<file path="src/hw/irq_gate_pkg.sv">
/*
 * Package for the core interrupt gating block: register indices, field positions,
 * reset values and masks.
 * Assumes a byte-wide register port where the printed offsets are the addresses.
 */
package irq_gate_pkg;
    localparam logic [7:0] ADDR_CORE_CTRL   = 8'h0b;
    localparam logic [7:0] ADDR_PERIPH_EN   = 8'h8c;
    localparam logic [7:0] ADDR_IRQ_STATUS  = 8'h90;
    localparam logic [7:0] ADDR_IRQ_MASK    = 8'h91;
    localparam logic [7:0] ADDR_EDGE_SELECT = 8'h92;
    localparam logic [7:0] ADDR_PERIPH_FLAG = 8'h93;

    localparam int MASTER_BIT  = 7;
    localparam int GROUP_BIT   = 6;
    localparam int T0EN_BIT    = 5;
    localparam int EXTEN_BIT   = 4;
    localparam int PCEN_BIT    = 3;
    localparam int T0FLAG_BIT  = 2;
    localparam int EXTFLAG_BIT = 1;
    localparam int PCFLAG_BIT  = 0;

    localparam logic [7:0] CORE_CTRL_RESET  = 8'h00;
    localparam logic [7:0] PERIPH_EN_RESET  = 8'h00;
    localparam logic [7:0] PERIPH_EN_MASK   = 8'h4f;
    localparam logic [7:0] ZERO_BYTE        = 8'h00;
    localparam logic       EDGE_SEL_RESET   = 1'b1;
    localparam int         NUM_PERIPH       = 5;
    localparam int         NUM_STATUS       = 3;
    localparam logic [1:0] SYNC_FILL        = 2'h3;
endpackage

</file>
<file path="src/hw/edge_catcher.sv">
/*
 * Synchroniser and edge detector for the external interrupt pin and the four
 * port-change pins.
 * Assumes the pins are asynchronous to core_clk and held for at least two cycles.
 */
module edge_catcher (
    input  wire logic       core_clk,
    input  wire logic       rstn,
    input  wire logic       extIrqPin,
    input  wire logic [3:0] portChangePins,
    input  wire logic       edgeSelect,
    output logic            extEdge,
    output logic            portChange
);
    typedef struct packed {
        logic [4:0] meta;
        logic [4:0] sync;
        logic [4:0] prev;
        logic [1:0] fill;
    } edge_state_t;

    edge_state_t s_q;
    edge_state_t s_d;
    logic        primed;

    // History counts as filled only once the previous stage holds a real pin sample.
    assign primed = (s_q.fill == irq_gate_pkg::SYNC_FILL);

    always_comb begin
        s_d        = s_q;
        s_d.meta   = {portChangePins, extIrqPin};
        s_d.sync   = s_q.meta;
        s_d.prev   = s_q.sync;
        s_d.fill   = primed ? s_q.fill : s_q.fill + 2'h1;
    end

    // Edges are suppressed until the history is filled so reset does not fake an event.
    always_comb begin
        extEdge    = primed && (edgeSelect ? (s_q.sync[0] && !s_q.prev[0])
                                               : (!s_q.sync[0] && s_q.prev[0]));
        portChange = primed && (s_q.sync[4:1] != s_q.prev[4:1]);
    end

    always_ff @(posedge core_clk or negedge rstn) begin
        if (!rstn) begin
            s_q <= '0;
        end else begin
            s_q <= s_d;
        end
    end
endmodule

</file>
<file path="src/hw/core_interrupt_gating.sv">
/*
 * Interrupt enable and flag logic of a small controller core: core control
 * register, peripheral enable register, flag capture and the CPU request.
 * Assumes peripheral flag and timer overflow pulses come from logic on core_clk,
 * and the pins arrive asynchronously.
 */
// Strobed register access is this design's own decision.
module core_interrupt_gating (
    input  wire logic       core_clk,
    input  wire logic       rstn,
    input  wire logic [7:0] regAddr,
    input  wire logic [7:0] regWdata,
    input  wire logic       regWrite,
    input  wire logic       regRead,
    output logic      [7:0] regRdata,
    input  wire logic       timer0Overflow,
    input  wire logic [4:0] periphEvent,
    input  wire logic       extIrqPin,
    input  wire logic [3:0] portChangePins,
    output logic            cpuIrq,
    output logic            irqLine
);
    typedef struct packed {
        logic [7:0] coreCtrl;
        logic [7:0] periphEn;
        logic [4:0] periphFlag;
        logic [2:0] status;
        logic [2:0] mask;
        logic       edgeSel;
        logic [7:0] rdata;
        logic       cpuIrq;
        logic       irqLine;
    } gate_state_t;

    gate_state_t s_q;
    gate_state_t s_d;
    logic        extEdge;
    logic        portChange;
    logic [4:0]  periphEnBits;
    logic        wrCore;
    logic        wrPeriph;
    logic        reqNext;
    logic [2:0]  events;
    logic        wrStatus;
    logic        wrMask;
    logic        wrEdge;
    logic        wrFlag;
    logic [4:0]  periphFlagNext;
    logic [2:0]  statusNext;

    edge_catcher u_edges (
        .core_clk       (core_clk),
        .rstn           (rstn),
        .extIrqPin      (extIrqPin),
        .portChangePins (portChangePins),
        .edgeSelect     (s_q.edgeSel),
        .extEdge        (extEdge),
        .portChange     (portChange)
    );

    // Peripheral event index order: timer1, timer2, capcomp, serial, converter.
    assign periphEnBits = {s_q.periphEn[6], s_q.periphEn[3:0]};
    assign wrCore       = regWrite && (regAddr == irq_gate_pkg::ADDR_CORE_CTRL);
    assign wrPeriph     = regWrite && (regAddr == irq_gate_pkg::ADDR_PERIPH_EN);
    assign events       = {timer0Overflow, extEdge, portChange};
    assign wrStatus     = regWrite && (regAddr == irq_gate_pkg::ADDR_IRQ_STATUS);
    assign wrMask       = regWrite && (regAddr == irq_gate_pkg::ADDR_IRQ_MASK);
    assign wrEdge       = regWrite && (regAddr == irq_gate_pkg::ADDR_EDGE_SELECT);
    assign wrFlag       = regWrite && (regAddr == irq_gate_pkg::ADDR_PERIPH_FLAG);

    // Each sticky bit lets its event win over a write-one clear in the same cycle,
    // so an event landing during the clear is never lost.
    for (genvar i = 0; i < irq_gate_pkg::NUM_PERIPH; i++) begin : g_periph_flag
        assign periphFlagNext[i] = periphEvent[i]
                                || (s_q.periphFlag[i] && !(wrFlag && regWdata[i]));
    end

    for (genvar i = 0; i < irq_gate_pkg::NUM_STATUS; i++) begin : g_status_flag
        assign statusNext[i] = events[i] || (s_q.status[i] && !(wrStatus && regWdata[i]));
    end

    always_comb begin
        s_d = s_q;
        if (wrCore) begin
            s_d.coreCtrl = regWdata;
        end
        // Set wins over a software clear landing in the same cycle.
        if (timer0Overflow) begin
            s_d.coreCtrl[irq_gate_pkg::T0FLAG_BIT] = 1'b1;
        end
        if (extEdge) begin
            s_d.coreCtrl[irq_gate_pkg::EXTFLAG_BIT] = 1'b1;
        end
        if (portChange) begin
            s_d.coreCtrl[irq_gate_pkg::PCFLAG_BIT] = 1'b1;
        end
        if (wrPeriph) begin
            s_d.periphEn = regWdata & irq_gate_pkg::PERIPH_EN_MASK;
        end
        s_d.periphFlag = periphFlagNext;
        s_d.status     = statusNext;
        if (wrMask) begin
            s_d.mask = regWdata[2:0];
        end
        if (wrEdge) begin
            s_d.edgeSel = regWdata[0];
        end
        s_d.rdata = irq_gate_pkg::ZERO_BYTE;
        if (regRead) begin
            case (regAddr)
                irq_gate_pkg::ADDR_CORE_CTRL:   s_d.rdata = s_q.coreCtrl;
                irq_gate_pkg::ADDR_PERIPH_EN:   s_d.rdata = s_q.periphEn;
                irq_gate_pkg::ADDR_PERIPH_FLAG: s_d.rdata = {3'h0, s_q.periphFlag};
                irq_gate_pkg::ADDR_IRQ_STATUS:  s_d.rdata = {5'h00, s_q.status};
                irq_gate_pkg::ADDR_IRQ_MASK:    s_d.rdata = {5'h00, s_q.mask};
                irq_gate_pkg::ADDR_EDGE_SELECT: s_d.rdata = {7'h00, s_q.edgeSel};
                default:                        s_d.rdata = irq_gate_pkg::ZERO_BYTE;
            endcase
        end
        s_d.cpuIrq  = reqNext;
        s_d.irqLine = |(s_q.status & s_q.mask);
    end

    // The request is computed from present state so it trails a flag by one cycle.
    always_comb begin
        reqNext = s_q.coreCtrl[irq_gate_pkg::MASTER_BIT] && (
            (s_q.coreCtrl[irq_gate_pkg::T0EN_BIT]  && s_q.coreCtrl[irq_gate_pkg::T0FLAG_BIT])
         || (s_q.coreCtrl[irq_gate_pkg::EXTEN_BIT] && s_q.coreCtrl[irq_gate_pkg::EXTFLAG_BIT])
         || (s_q.coreCtrl[irq_gate_pkg::PCEN_BIT]  && s_q.coreCtrl[irq_gate_pkg::PCFLAG_BIT])
         || (s_q.coreCtrl[irq_gate_pkg::GROUP_BIT] && |(s_q.periphFlag & periphEnBits)));
    end

    always_ff @(posedge core_clk or negedge rstn) begin
        if (!rstn) begin
            s_q          <= '0;
            s_q.coreCtrl <= irq_gate_pkg::CORE_CTRL_RESET;
            s_q.periphEn <= irq_gate_pkg::PERIPH_EN_RESET;
            s_q.edgeSel  <= irq_gate_pkg::EDGE_SEL_RESET;
        end else begin
            s_q <= s_d;
        end
    end

    assign regRdata = s_q.rdata;
    assign cpuIrq   = s_q.cpuIrq;
    assign irqLine  = s_q.irqLine;

    // Every check except a_periph_unimpl looks one edge after its cause, because flags and the request are registered.
    a_master_blocks: assert property (@(posedge core_clk) disable iff (!rstn)
        !s_q.coreCtrl[irq_gate_pkg::MASTER_BIT] |=> !cpuIrq)
        else $error("request while master enable clear");

    a_master_allows: assert property (@(posedge core_clk) disable iff (!rstn)
        s_q.coreCtrl[irq_gate_pkg::MASTER_BIT] && s_q.coreCtrl[irq_gate_pkg::T0EN_BIT]
        && s_q.coreCtrl[irq_gate_pkg::T0FLAG_BIT] |=> cpuIrq)
        else $error("enabled timer0 flag did not request");

    a_req_full: assert property (@(posedge core_clk) disable iff (!rstn)
        cpuIrq == $past(s_q.coreCtrl[irq_gate_pkg::MASTER_BIT]
            && (|(s_q.coreCtrl[irq_gate_pkg::T0EN_BIT -: 3]
                  & s_q.coreCtrl[irq_gate_pkg::T0FLAG_BIT -: 3])
            || (s_q.coreCtrl[irq_gate_pkg::GROUP_BIT]
                && |(s_q.periphFlag & {s_q.periphEn[6], s_q.periphEn[3:0]})))))
        else $error("request differs from flag and enable terms");

    a_t0_flag_sets: assert property (@(posedge core_clk) disable iff (!rstn)
        timer0Overflow |=> s_q.coreCtrl[irq_gate_pkg::T0FLAG_BIT])
        else $error("timer0 flag not set");

    a_t0_flag_holds: assert property (@(posedge core_clk) disable iff (!rstn)
        s_q.coreCtrl[irq_gate_pkg::T0FLAG_BIT] && !wrCore
        |=> s_q.coreCtrl[irq_gate_pkg::T0FLAG_BIT])
        else $error("timer0 flag lost");

    a_t0_ignores_en: assert property (@(posedge core_clk) disable iff (!rstn)
        timer0Overflow && !s_q.coreCtrl[irq_gate_pkg::T0EN_BIT]
        && !s_q.coreCtrl[irq_gate_pkg::MASTER_BIT] |=> s_q.coreCtrl[irq_gate_pkg::T0FLAG_BIT])
        else $error("timer0 flag gated by enable");

    a_t0_clear: assert property (@(posedge core_clk) disable iff (!rstn)
        wrCore && !regWdata[irq_gate_pkg::T0FLAG_BIT] && !timer0Overflow
        |=> !s_q.coreCtrl[irq_gate_pkg::T0FLAG_BIT])
        else $error("timer0 flag not cleared by software");

    a_ext_flag_sets: assert property (@(posedge core_clk) disable iff (!rstn)
        extEdge |=> s_q.coreCtrl[irq_gate_pkg::EXTFLAG_BIT])
        else $error("external flag not set");

    a_ext_flag_holds: assert property (@(posedge core_clk) disable iff (!rstn)
        s_q.coreCtrl[irq_gate_pkg::EXTFLAG_BIT] && !wrCore
        |=> s_q.coreCtrl[irq_gate_pkg::EXTFLAG_BIT])
        else $error("external flag lost");

    a_ext_no_edge: assert property (@(posedge core_clk) disable iff (!rstn)
        !extEdge && !wrCore |=> $stable(s_q.coreCtrl[irq_gate_pkg::EXTFLAG_BIT]))
        else $error("external flag moved without an edge");

    a_pc_flag_sets: assert property (@(posedge core_clk) disable iff (!rstn)
        portChange |=> s_q.coreCtrl[irq_gate_pkg::PCFLAG_BIT])
        else $error("port change flag not set");

    a_pc_flag_holds: assert property (@(posedge core_clk) disable iff (!rstn)
        s_q.coreCtrl[irq_gate_pkg::PCFLAG_BIT] && !wrCore
        |=> s_q.coreCtrl[irq_gate_pkg::PCFLAG_BIT])
        else $error("port change flag lost");

    a_pc_no_change: assert property (@(posedge core_clk) disable iff (!rstn)
        !portChange && !wrCore |=> $stable(s_q.coreCtrl[irq_gate_pkg::PCFLAG_BIT]))
        else $error("port change flag moved without a change");

    a_core_write: assert property (@(posedge core_clk) disable iff (!rstn)
        wrCore && !timer0Overflow && !extEdge && !portChange
        |=> s_q.coreCtrl == $past(regWdata))
        else $error("core control write lost");

    a_flag_ignores_en: assert property (@(posedge core_clk) disable iff (!rstn)
        periphEvent != 5'h00 |=> (s_q.periphFlag & $past(periphEvent)) == $past(periphEvent))
        else $error("peripheral flag not set by its event");

    a_periph_flag_holds: assert property (@(posedge core_clk) disable iff (!rstn)
        !wrFlag |=> (s_q.periphFlag & $past(s_q.periphFlag)) == $past(s_q.periphFlag))
        else $error("peripheral flag lost");

    a_periph_clear: assert property (@(posedge core_clk) disable iff (!rstn)
        wrFlag && periphEvent == 5'h00 |=> (s_q.periphFlag & $past(regWdata[4:0])) == 5'h00)
        else $error("peripheral flag not cleared by write of one");

    a_group_gates: assert property (@(posedge core_clk) disable iff (!rstn)
        !s_q.coreCtrl[irq_gate_pkg::GROUP_BIT] && s_q.coreCtrl[5:0] == 6'h00 |=> !cpuIrq)
        else $error("peripheral request without group enable");

    a_req_equation: assert property (@(posedge core_clk) disable iff (!rstn)
        s_q.coreCtrl[irq_gate_pkg::MASTER_BIT] && s_q.coreCtrl[irq_gate_pkg::GROUP_BIT]
        && s_q.periphFlag[4] && s_q.periphEn[6] |=> cpuIrq)
        else $error("enabled converter flag did not request");

    a_serial_req: assert property (@(posedge core_clk) disable iff (!rstn)
        s_q.coreCtrl[irq_gate_pkg::MASTER_BIT] && s_q.coreCtrl[irq_gate_pkg::GROUP_BIT]
        && s_q.periphFlag[3] && s_q.periphEn[3] |=> cpuIrq)
        else $error("enabled serial flag did not request");

    a_capcomp_req: assert property (@(posedge core_clk) disable iff (!rstn)
        s_q.coreCtrl[irq_gate_pkg::MASTER_BIT] && s_q.coreCtrl[irq_gate_pkg::GROUP_BIT]
        && s_q.periphFlag[2] && s_q.periphEn[2] |=> cpuIrq)
        else $error("enabled capture compare flag did not request");

    a_timer2_req: assert property (@(posedge core_clk) disable iff (!rstn)
        s_q.coreCtrl[irq_gate_pkg::MASTER_BIT] && s_q.coreCtrl[irq_gate_pkg::GROUP_BIT]
        && s_q.periphFlag[1] && s_q.periphEn[1] |=> cpuIrq)
        else $error("enabled timer2 flag did not request");

    a_timer1_req: assert property (@(posedge core_clk) disable iff (!rstn)
        s_q.coreCtrl[irq_gate_pkg::MASTER_BIT] && s_q.coreCtrl[irq_gate_pkg::GROUP_BIT]
        && s_q.periphFlag[0] && s_q.periphEn[0] |=> cpuIrq)
        else $error("enabled timer1 flag did not request");

    a_periph_unimpl: assert property (@(posedge core_clk) disable iff (!rstn)
        s_q.periphEn[7] == 1'b0 && s_q.periphEn[5:4] == 2'h0)
        else $error("unimplemented enable bit set");

    a_periph_en_write: assert property (@(posedge core_clk) disable iff (!rstn)
        wrPeriph |=> s_q.periphEn == ($past(regWdata) & irq_gate_pkg::PERIPH_EN_MASK))
        else $error("peripheral enable write wrong");

    a_rdata_idle: assert property (@(posedge core_clk) disable iff (!rstn)
        !regRead |=> regRdata == irq_gate_pkg::ZERO_BYTE)
        else $error("read data not zero outside a read");

    a_rdata_core: assert property (@(posedge core_clk) disable iff (!rstn)
        regRead && regAddr == irq_gate_pkg::ADDR_CORE_CTRL |=> regRdata == $past(s_q.coreCtrl))
        else $error("core control read wrong");

    a_rdata_unimpl: assert property (@(posedge core_clk) disable iff (!rstn)
        regRead && regAddr == irq_gate_pkg::ADDR_PERIPH_EN
        |=> regRdata[7] == 1'b0 && regRdata[5:4] == 2'h0)
        else $error("unimplemented enable bit read as one");

    a_status_sets: assert property (@(posedge core_clk) disable iff (!rstn)
        events != 3'h0 |=> (s_q.status & $past(events)) == $past(events))
        else $error("status bit not set by its event");

    a_irq_line_eq: assert property (@(posedge core_clk) disable iff (!rstn)
        irqLine == $past(|(s_q.status & s_q.mask)))
        else $error("interrupt line differs from status and mask");

    a_mask_write: assert property (@(posedge core_clk) disable iff (!rstn)
        wrMask |=> s_q.mask == $past(regWdata[2:0]))
        else $error("mask write lost");

    a_edge_write: assert property (@(posedge core_clk) disable iff (!rstn)
        wrEdge |=> s_q.edgeSel == $past(regWdata[0]))
        else $error("edge select write lost");

    c_timer0_req: cover property (@(posedge core_clk) disable iff (!rstn)
        timer0Overflow ##1 s_q.coreCtrl[irq_gate_pkg::MASTER_BIT]
        && s_q.coreCtrl[irq_gate_pkg::T0EN_BIT] ##1 cpuIrq);
    c_periph_req: cover property (@(posedge core_clk) disable iff (!rstn)
        $rose(cpuIrq) && s_q.coreCtrl[irq_gate_pkg::GROUP_BIT]);
    c_ext_edge: cover property (@(posedge core_clk) disable iff (!rstn) extEdge);
    c_irq_line: cover property (@(posedge core_clk) disable iff (!rstn) $rose(irqLine));
    c_port_change: cover property (@(posedge core_clk) disable iff (!rstn) portChange);
endmodule

</file>
<file path="config.mk">
export PLATFORM = sky130hd
export DESIGN_NAME = core_interrupt_gating
export DESIGN_NICKNAME = d
export VERILOG_FILES = /design/src/hw/irq_gate_pkg.sv /design/src/hw/edge_catcher.sv /design/src/hw/core_interrupt_gating.sv
export SDC_FILE = /design/constraint.sdc
export NUM_CORES = 1
export LEC_CHECK = 0
export ABC_CLOCK_PERIOD_IN_PS = 3600
export BUFFER_PORTS_ARGS = -buffer_cell sky130_fd_sc_hd__buf_2
export CELL_PAD_IN_SITES_DETAIL_PLACEMENT = 2
export CELL_PAD_IN_SITES_GLOBAL_PLACEMENT = 2
export CORE_ASPECT_RATIO = 1.4
export CORE_MARGIN = 2
export CORE_UTILIZATION = 39
export DETAILED_ROUTE_END_ITERATION = 10
export PLACE_DENSITY = 0.79
export RECOVER_POWER = 100
export SLEW_MARGIN = 25
export SYNTH_ARGS = -nofsm -noshare
export SYNTH_HDL_FRONTEND = slang
export SYNTH_SLANG_ARGS = --single-unit
</file>
<file path="constraint.sdc">
create_clock -name core_clk -period 3.6 [get_ports core_clk]
set_clock_uncertainty 0.2 [all_clocks]
set_input_delay 0.18 -clock core_clk [delete_from_list [all_inputs] [get_ports core_clk]]
set_output_delay 0.18 -clock core_clk [all_outputs]
set_load 0.02 [all_outputs]
</file>
==> flow_metrics.py, run 1 <==
metrics = {
    "worst_setup_path": {
        "crit_path_start_kind": "input port",
        "arrival_ns": 2.36,
        "r2r_cells": 4,
        "critPathKind": "in -> reg",
        "cp-end-kind": "register",
        "rr_endpoint": "regRdata[2]$_DFF_PN0_",
        "reg2reg_from": "s_q[19]$_DFF_PN0_",
        "crit_required_ns": 3.58,
        "cp_max_fo": 10,
        "r2r_setup_slack_ns": 2.06,
        "crit_path_end": "s_q[12]$_DFFE_PN0P_",
        "cp-startpoint": "regWrite",
    },
    "global_routing": {
        "gr-usage-all-layers_pct": 21.9,
        "grt_pass1_vias": 1883,
        "grt_max_degree": 53,
        "grt-ovfl-total": 0,
        "grt_pass1_wl_um": 10000,
        "antenna_found_initial": 0,
    },
    "synth": {
        "synthTopCellsByArea": "dfrtp_1 (58%), mux2_2 (6.1%), mux2_4 (3.4%), buf_4 (2.7%), nand3_1 (2.3%)",
        "synth_cells": 167,
        "synthMuxAreaShare_pct": 10.6,
        "synth_top_family_by_area": "simple AND/OR/NAND/NOR gates",
        "async_flop_share_pct": 100,
        "ys_seq_elements": 52,
        "synth_flop_cell": "dfrtp_1",
        "synth_edf_count": 0,
        "avgSynthCellArea_um2": 13.2,
        "synthTopCellsByCount": "dfrtp_1 (51), mux2_2 (12), nand3_1 (10)",
        "synth_area_leader_cell": "dfrtp_1",
        "synthSimpleGateAreaFrac_pct": 12.5,
        "synth.distinct_cells": 37,
        "synth_fa_ha_area_share_pct": 0.569,
        "syn-cell-area_um2": 2200,
        "yosys.cell_count.top_type": "dfrtp_1",
        "synth_top_area_share_pct": 58.0,
        "synth_xor_area_share_pct": 1.99,
        "yosys_warnings": 0,
        "synth_nets": 199,
        "synth_compound_area_share_pct": 10.8,
        "ys_seq_area_share_pct": 59.2,
    },
    "clocking": {
        "clkLatencyLatePin_ns": 0.30,
        "clockBufferDepth": 2,
        "clock-sinks": 52,
        "cts_buffers": 5,
        "clk_pin_slew_ns": 0.09,
        "ctsRootBufferMaster": "clkbuf_8",
        "cts.htree.levels": 2,
        "tritoncts": "done",
    },
    "power_and_ir_drop": {
        "power_density_nw_per_um2": 391,
        "pwr-share-seq_pct": 59.8,
        "p_int_mw": 0.783,
        "peakVddDrop_mv": 0.182,
        "p_sw_share_pct": 23.8,
        "combPwrFrac_pct": 9.6,
        "p_leak_nw": 1.13,
        "power.switching_mw": 0.245,
        "clkPwrFrac_pct": 30.6,
    },
    "floorplanning": {
        "dieWidth_um": 67.5,
        "initial_utilization_pct": 40.1,
        "design.core.area_um2": 5490,
        "die-area_um2": 6270,
        "num_rows": 32,
        "num_io_pins": 41,
        "die_height_um": 92.9,
    },
    "run": {
        "drv_cap": 0,
    },
    "timing": {
        "final_max_slew_viol_count": 0,
        "tightest_slew_ns": 1.29,
        "period_share_pct": 66.0,
        "hold_viol_final": 0,
        "finalCriticalPeriod_ns": 2.38,
        "finalSetupViolCount": 0,
        "fmax_ghz": 0.421,
        "fin_tns_setup_ns": 0,
        "rsz0062_at_grt": "no",
        "max_slew_margin_pct": 14.1,
    },
    "final_layout": {
        "multi_input_area_um2": 782,
        "syn2layout_area_growth_pct": 19.6,
        "drive_above_1_share_pct": 23.6,
        "seqCellArea_um2": 1300,
        "antenna_cells": 0,
        "num-fill-cells": 558,
        "fin_area_um2": 2630,
        "final_nets": 252,
    },
    "route": {
        "ant_nets": 0,
        "vias": 1594,
        "drc_errors": 0,
        "drtIter0Drc": 85,
        "wl_per_cell_um": 20.6,
        "routed_wl_um": 5930,
        "dr.pass1.iters": 4,
        "via_per_inst": 5.53,
    },
    "place": {
        "placed_area_um2": 2400,
        "gp_congestion": 0.772,
        "dp_hpwl_um": 4160,
        "port_buffers": 40,
    },
    "outcome": {
        "outcome": "complete, no violations",
    },
    "worst_hold_path": {
        "hp-class": "in -> reg",
    },
}
## cells in the final DEF, fill, tap and decap left out, drive strengths merged, types with 2 or more instances in the layout
cell type / n
or4bb: 2
clkbuf: 19
o21ai: 2
xnor2: 5
a22oi: 6
dfrtp: 51
nand2: 7
nor2: 9
nand3: 10
inv: 2
and3: 4
a21o: 6
a21oi: 2
mux2: 17
nor4bb: 2
or2: 3
a2bb2oi: 3
dlygate4sd3: 19
a22o: 4
a222oi: 3
buf: 27
nand3b: 3
a221o: 2
## area by class of cell
class | instances | share of cell area (%)
clock buffer | 6 | 2.76
clock inverter | 1 | 0.190
inverter | 2 | 0.285
multi-input combinational | 100 | 29.7
sequential | 52 | 49.5
tap | 68 | 3.24
timing repair buffer | 59 | 14.3
## what timing repair did
action	in CTS	in global routing
endpoints found under the hold margin	72	0
gates resized for setup	0	0
hold buffers	19	0
endpoints found under the setup margin	0	0
setup buffers	0	0
## critical path, stage by stage
cell           delay (ns)
dlygate4sd3_1        0.53
clkbuf_1             0.23
inv_1                0.13
nor4_4               0.68
nand3b_1             0.28
mux2_2               0.33
## logic make-up (layout without fill, tap and decap cells)
family                     count (synthesis)  count (layout)
AOI/OAI and AO/OA                         30              30
and+or+nand+nor                           46              46
muxes                                     18              18
adders and majority gates                  1               1
xor gates and xnor gates                   5               5
buffers and inverters                     15              68
DFF                                       52              52
## per-stage QoR
step / setup WS, ns / std cells / power [mW] / util, % / hold slack [ns]
final: 1.22 / 288 / 1.03 / 47.9 / 0.0121
after global routing: 1.11 / 288 / 1.07 / 47.9 / 0.00227
after CTS: 1.38 / 288 / 1.04 / 48.6 / 0.00212
after detailed placement: 1.35 / 262 / 0.712 / 43.7 / 0.0620
after global placement: 1.40 / 262 / 0.705 / 43.7 / 0.0894
after floorplan: 1.66 / 167 / 0.663 / - / -0.316
## routing by layer
| layer | vias to the layer above | wire [µm] | global-route usage [%] |
|---|---|---|---|
| met5 | - | 0 | 0 |
| met3 | 12 | 153 | 3.40 |
| li1 | 706 | - | - |
| met4 | 0 | 165 | 8.50 |
| met2 | 39 | 3350 | 38.8 |
| met1 | 837 | 2260 | 25.7 |
## power by group through the flow
stage | combinational (mW) | clock (mW) | sequential, mW
6_report | 0.0990 | 0.314 | 0.615
5_1_grt | 0.109 | 0.345 | 0.617
4_1_cts | 0.103 | 0.327 | 0.615
3_5_place_dp | 0.0855 | 0 | 0.626
3_3_place_gp | 0.0808 | 0 | 0.624
2_1_floorplan | 0.0395 | 0 | 0.623
## registers in the layout, summed over array words and instances, names as in the netlist
register      flops
u_edges.s_d      10
u_edges.s_q       7
periphEnBits      5
s_q              20
irqLine           1
regRdata          8
cpuIrq            1
## worst min path at each step
stage / startpoint / end / slack, ns / cells past startpoint
2_1_floorplan: rstn / cpuIrq$_DFF_PN0_ / -0.32 / 0
3_3_place_gp: portChangePins[1] / u_edges.s_d[9]$_DFF_PN0_ / 0.09 / 1
3_5_place_dp: rstn / s_q[18]$_DFF_PN0_ / 0.06 / 1
4_1_cts: regWdata[1] / s_q[12]$_DFFE_PN0P_ / 0.002 / 2
5_1_grt: regWdata[1] / periphEnBits[1]$_DFFE_PN0P_ / 0.002 / 2
6_report: regWdata[1] / periphEnBits[1]$_DFFE_PN0P_ / 0.01 / 2
Note: power is estimated with default switching activity, not from simulation.
==> inputs of run 2 (changes only) <==
Settings changed: ABC_CLOCK_PERIOD_IN_PS 3600 to 2400, CORE_UTILIZATION 39 to 37, PLACE_DENSITY 0.79 to 0.76.
Clock period 3.6 ns to 2.4 ns, I/O delays scaled along.
==> run 2 against run 1 <==
Against the previous run: worst hold slack improved by 0.095 ns; sequential share of layout area shrank 3.2 points; clock power grew 75%; core utilization is 0.32 points higher; design area grew 6.9%; die area increased by 5.1%; cell count is 6.6% higher; routed wire length grew 2.3%; largest power group unchanged.
==> flow_metrics.py, run 2 (synthesis gave the netlist of run 1 again) <==
metrics = {
    "timing": {
        "max_slew_margin_pct": 39.2,
        "final_max_slew_viol_count": 0,
        "fin_ws_ns": 0.0961,
        "whs_ns": 0.107,
        "fin_tns_setup_ns": 0,
        "hold_viol_final": 0,
        "finalSetupViolCount": 0,
        "rsz0062_at_grt": "no",
        "tightest_slew_ns": 0.913,
        "fmax_ghz": 0.434,
        "finalCriticalPeriod_ns": 2.30,
        "period_share_pct": 96.0,
    },
    "place": {
        "gp_congestion": 0.793,
        "dp.cells": 270,
        "port_buffers": 40,
        "dp_worst_setup_slack_ns": 0.292,
        "dp_hpwl_um": 4250,
    },
    "floorplanning": {
        "dieWidth_um": 69.2,
        "die-area_um2": 6590,
        "die_height_um": 95.2,
        "initial_utilization_pct": 37.8,
        "num_io_pins": 41,
        "num_rows": 33,
        "design.core.area_um2": 5820,
    },
    "worst_setup_path": {
        "worst_path_most_repeated_cell": "dlygate4sd3_1",
        "critPathMaxStageDelay_ns": 0.58,
        "cp-end-kind": "register",
        "critPathSlowestCell": "dlygate4sd3_1",
        "crit_required_ns": 2.41,
        "critPathKind": "in -> reg",
        "worst-path-buf-inv": 5,
        "cp_cell_sequence": "dlygate4sd3_1 -> buf_2 -> inv_1 -> nor4_4 -> buf_6 -> nand3_1 -> a21o_1 -> dlygate4sd3_1",
        "cp_max_fo": 8,
        "arrival_ns": 2.31,
        "path_delay_family": "buffers and inverters",
        "crit_path_start_kind": "input port",
    },
    "route": {
        "drc_errors": 0,
        "routed_wl_um": 6070,
        "vias": 1634,
        "ant_nets": 0,
        "wl_per_cell_um": 19.8,
        "drtIter0Drc": 84,
        "dr.pass1.iters": 4,
        "via_per_inst": 5.32,
    },
    "final_layout": {
        "drive_above_1_share_pct": 26.6,
        "final_nets": 268,
        "largest_reg_flops": 20,
        "antenna_cells": 0,
        "fin_cells": 307,
        "regMostFlops": "s_q",
        "num-fill-cells": 590,
        "syn2layout_area_growth_pct": 27.8,
        "layout_commonest_cell": "dfrtp_1",
        "layout_common_cells": "dfrtp_1 (51), dlygate4sd3_1 (29), buf_2 (28), clkbuf_1 (14), mux2_2 (12)",
    },
    "global_routing": {
        "gr-usage-all-layers_pct": 20.3,
        "antenna_found_initial": 0,
        "grt-ovfl-total": 0,
        "grt_pass1_wl_um": 10100,
        "grt_max_degree": 23,
        "grt_pass1_vias": 1948,
    },
    "clocking": {
        "clock-sinks": 52,
        "ctsRootBufferMaster": "clkbuf_8",
        "clk_pin_slew_ns": 0.11,
        "tritoncts": "done",
        "clkLatencyLatePin_ns": 0.32,
        "clockBufferDepth": 2,
        "post-cts-setup-buffers": 0,
        "cts.htree.levels": 2,
        "cts_buffers": 5,
    },
    "outcome": {
        "outcome": "complete, no violations",
    },
    "power_and_ir_drop": {
        "power_density_nw_per_um2": 580,
        "p_leak_nw": 1.20,
        "peakVddDrop_mv": 0.501,
        "p_total_mw": 1.63,
    },
    "worst_hold_path": {
        "hp-class": "in -> reg",
    },
    "run": {
        "drv_cap": 0,
    },
}
## run 2: cell count changes in the layout (fill, tap and decap cells not counted), sizes merged
cell         before  now
buf              27   31
clkinv            1    0
clkbuf           19   20
dlygate4sd3      19   29
inv               2    5
## run 2: final cells by class
type | instances | area [µm²] | share of cell area, %
sequential | 52 | 1300 | 46.3
clock inverter | 3 | 28.8 | 1.02
clock buffer | 5 | 68.8 | 2.45
multi-input combinational | 100 | 801 | 28.5
timing repair buffer | 75 | 514 | 18.3
inverter | 2 | 7.51 | 0.267
tap | 70 | 87.6 | 3.12
## run 2: stage by stage
stage | cell area [µm²] | utilization [%]
after global placement | 2440 | 42.0
after detailed placement | 2440 | 42.0
after global routing | 2810 | 48.3
after floorplan | 2200 | -
after CTS | 2830 | 48.6
final | 2810 | 48.3
## run 2: routing by layer
| layer | global-route usage (%) | part of all wire [%] |
|---|---|---|
| met1 | 21.8 | 38 |
| met2 | 38.3 | 58 |
| met5 | 0 | 0 |
| met3 | 4.65 | 3.2 |
| met4 | 8.50 | 1.3 |
## run 2: final timing paths
kind	end	startpoint	cells after the start	slack, ns
max	s_q[21]$_DFF_PN0_	regWrite	8	0.1
min	s_q[10]$_DFFE_PN1P_	regAddr[1]	3	0.11
max reg2reg	regRdata[2]$_DFF_PN0_	s_q[19]$_DFF_PN0_	4	0.90
min reg2reg	u_edges.s_d[5]$_DFF_PN0_	u_edges.s_d[10]$_DFF_PN0_	0	0.16
max in group asynchronous	s_q[31]$_DFFE_PN0P_	rstn	3	0.51
min in group asynchronous	u_edges.s_q[0]$_DFFE_PN0N_	rstn	2	0.20
## run 2: report_power, final
group	total, mW	switching, mW	internal, mW
registers	0.921	0.0179	0.903
clock network	0.551	0.331	0.221
logic	0.157	0.0761	0.0811
total	1.63	0.425	1.20
## run 2: worst register-to-register path, delay by kind of cell (launching register included)
kind | cells | cell delay (ns)
AOI/OAI and AO/OA | 2 | 0.35
muxes | 1 | 0.29
DFF | 1 | 0.46
and+or+nand+nor | 1 | 0.06
## run 2: repair_timing
action	in CTS	in global routing
hold buffers	29	0
resized for setup	0	1
setup endpoints to repair	0	4
hold endpoints to repair	82	0
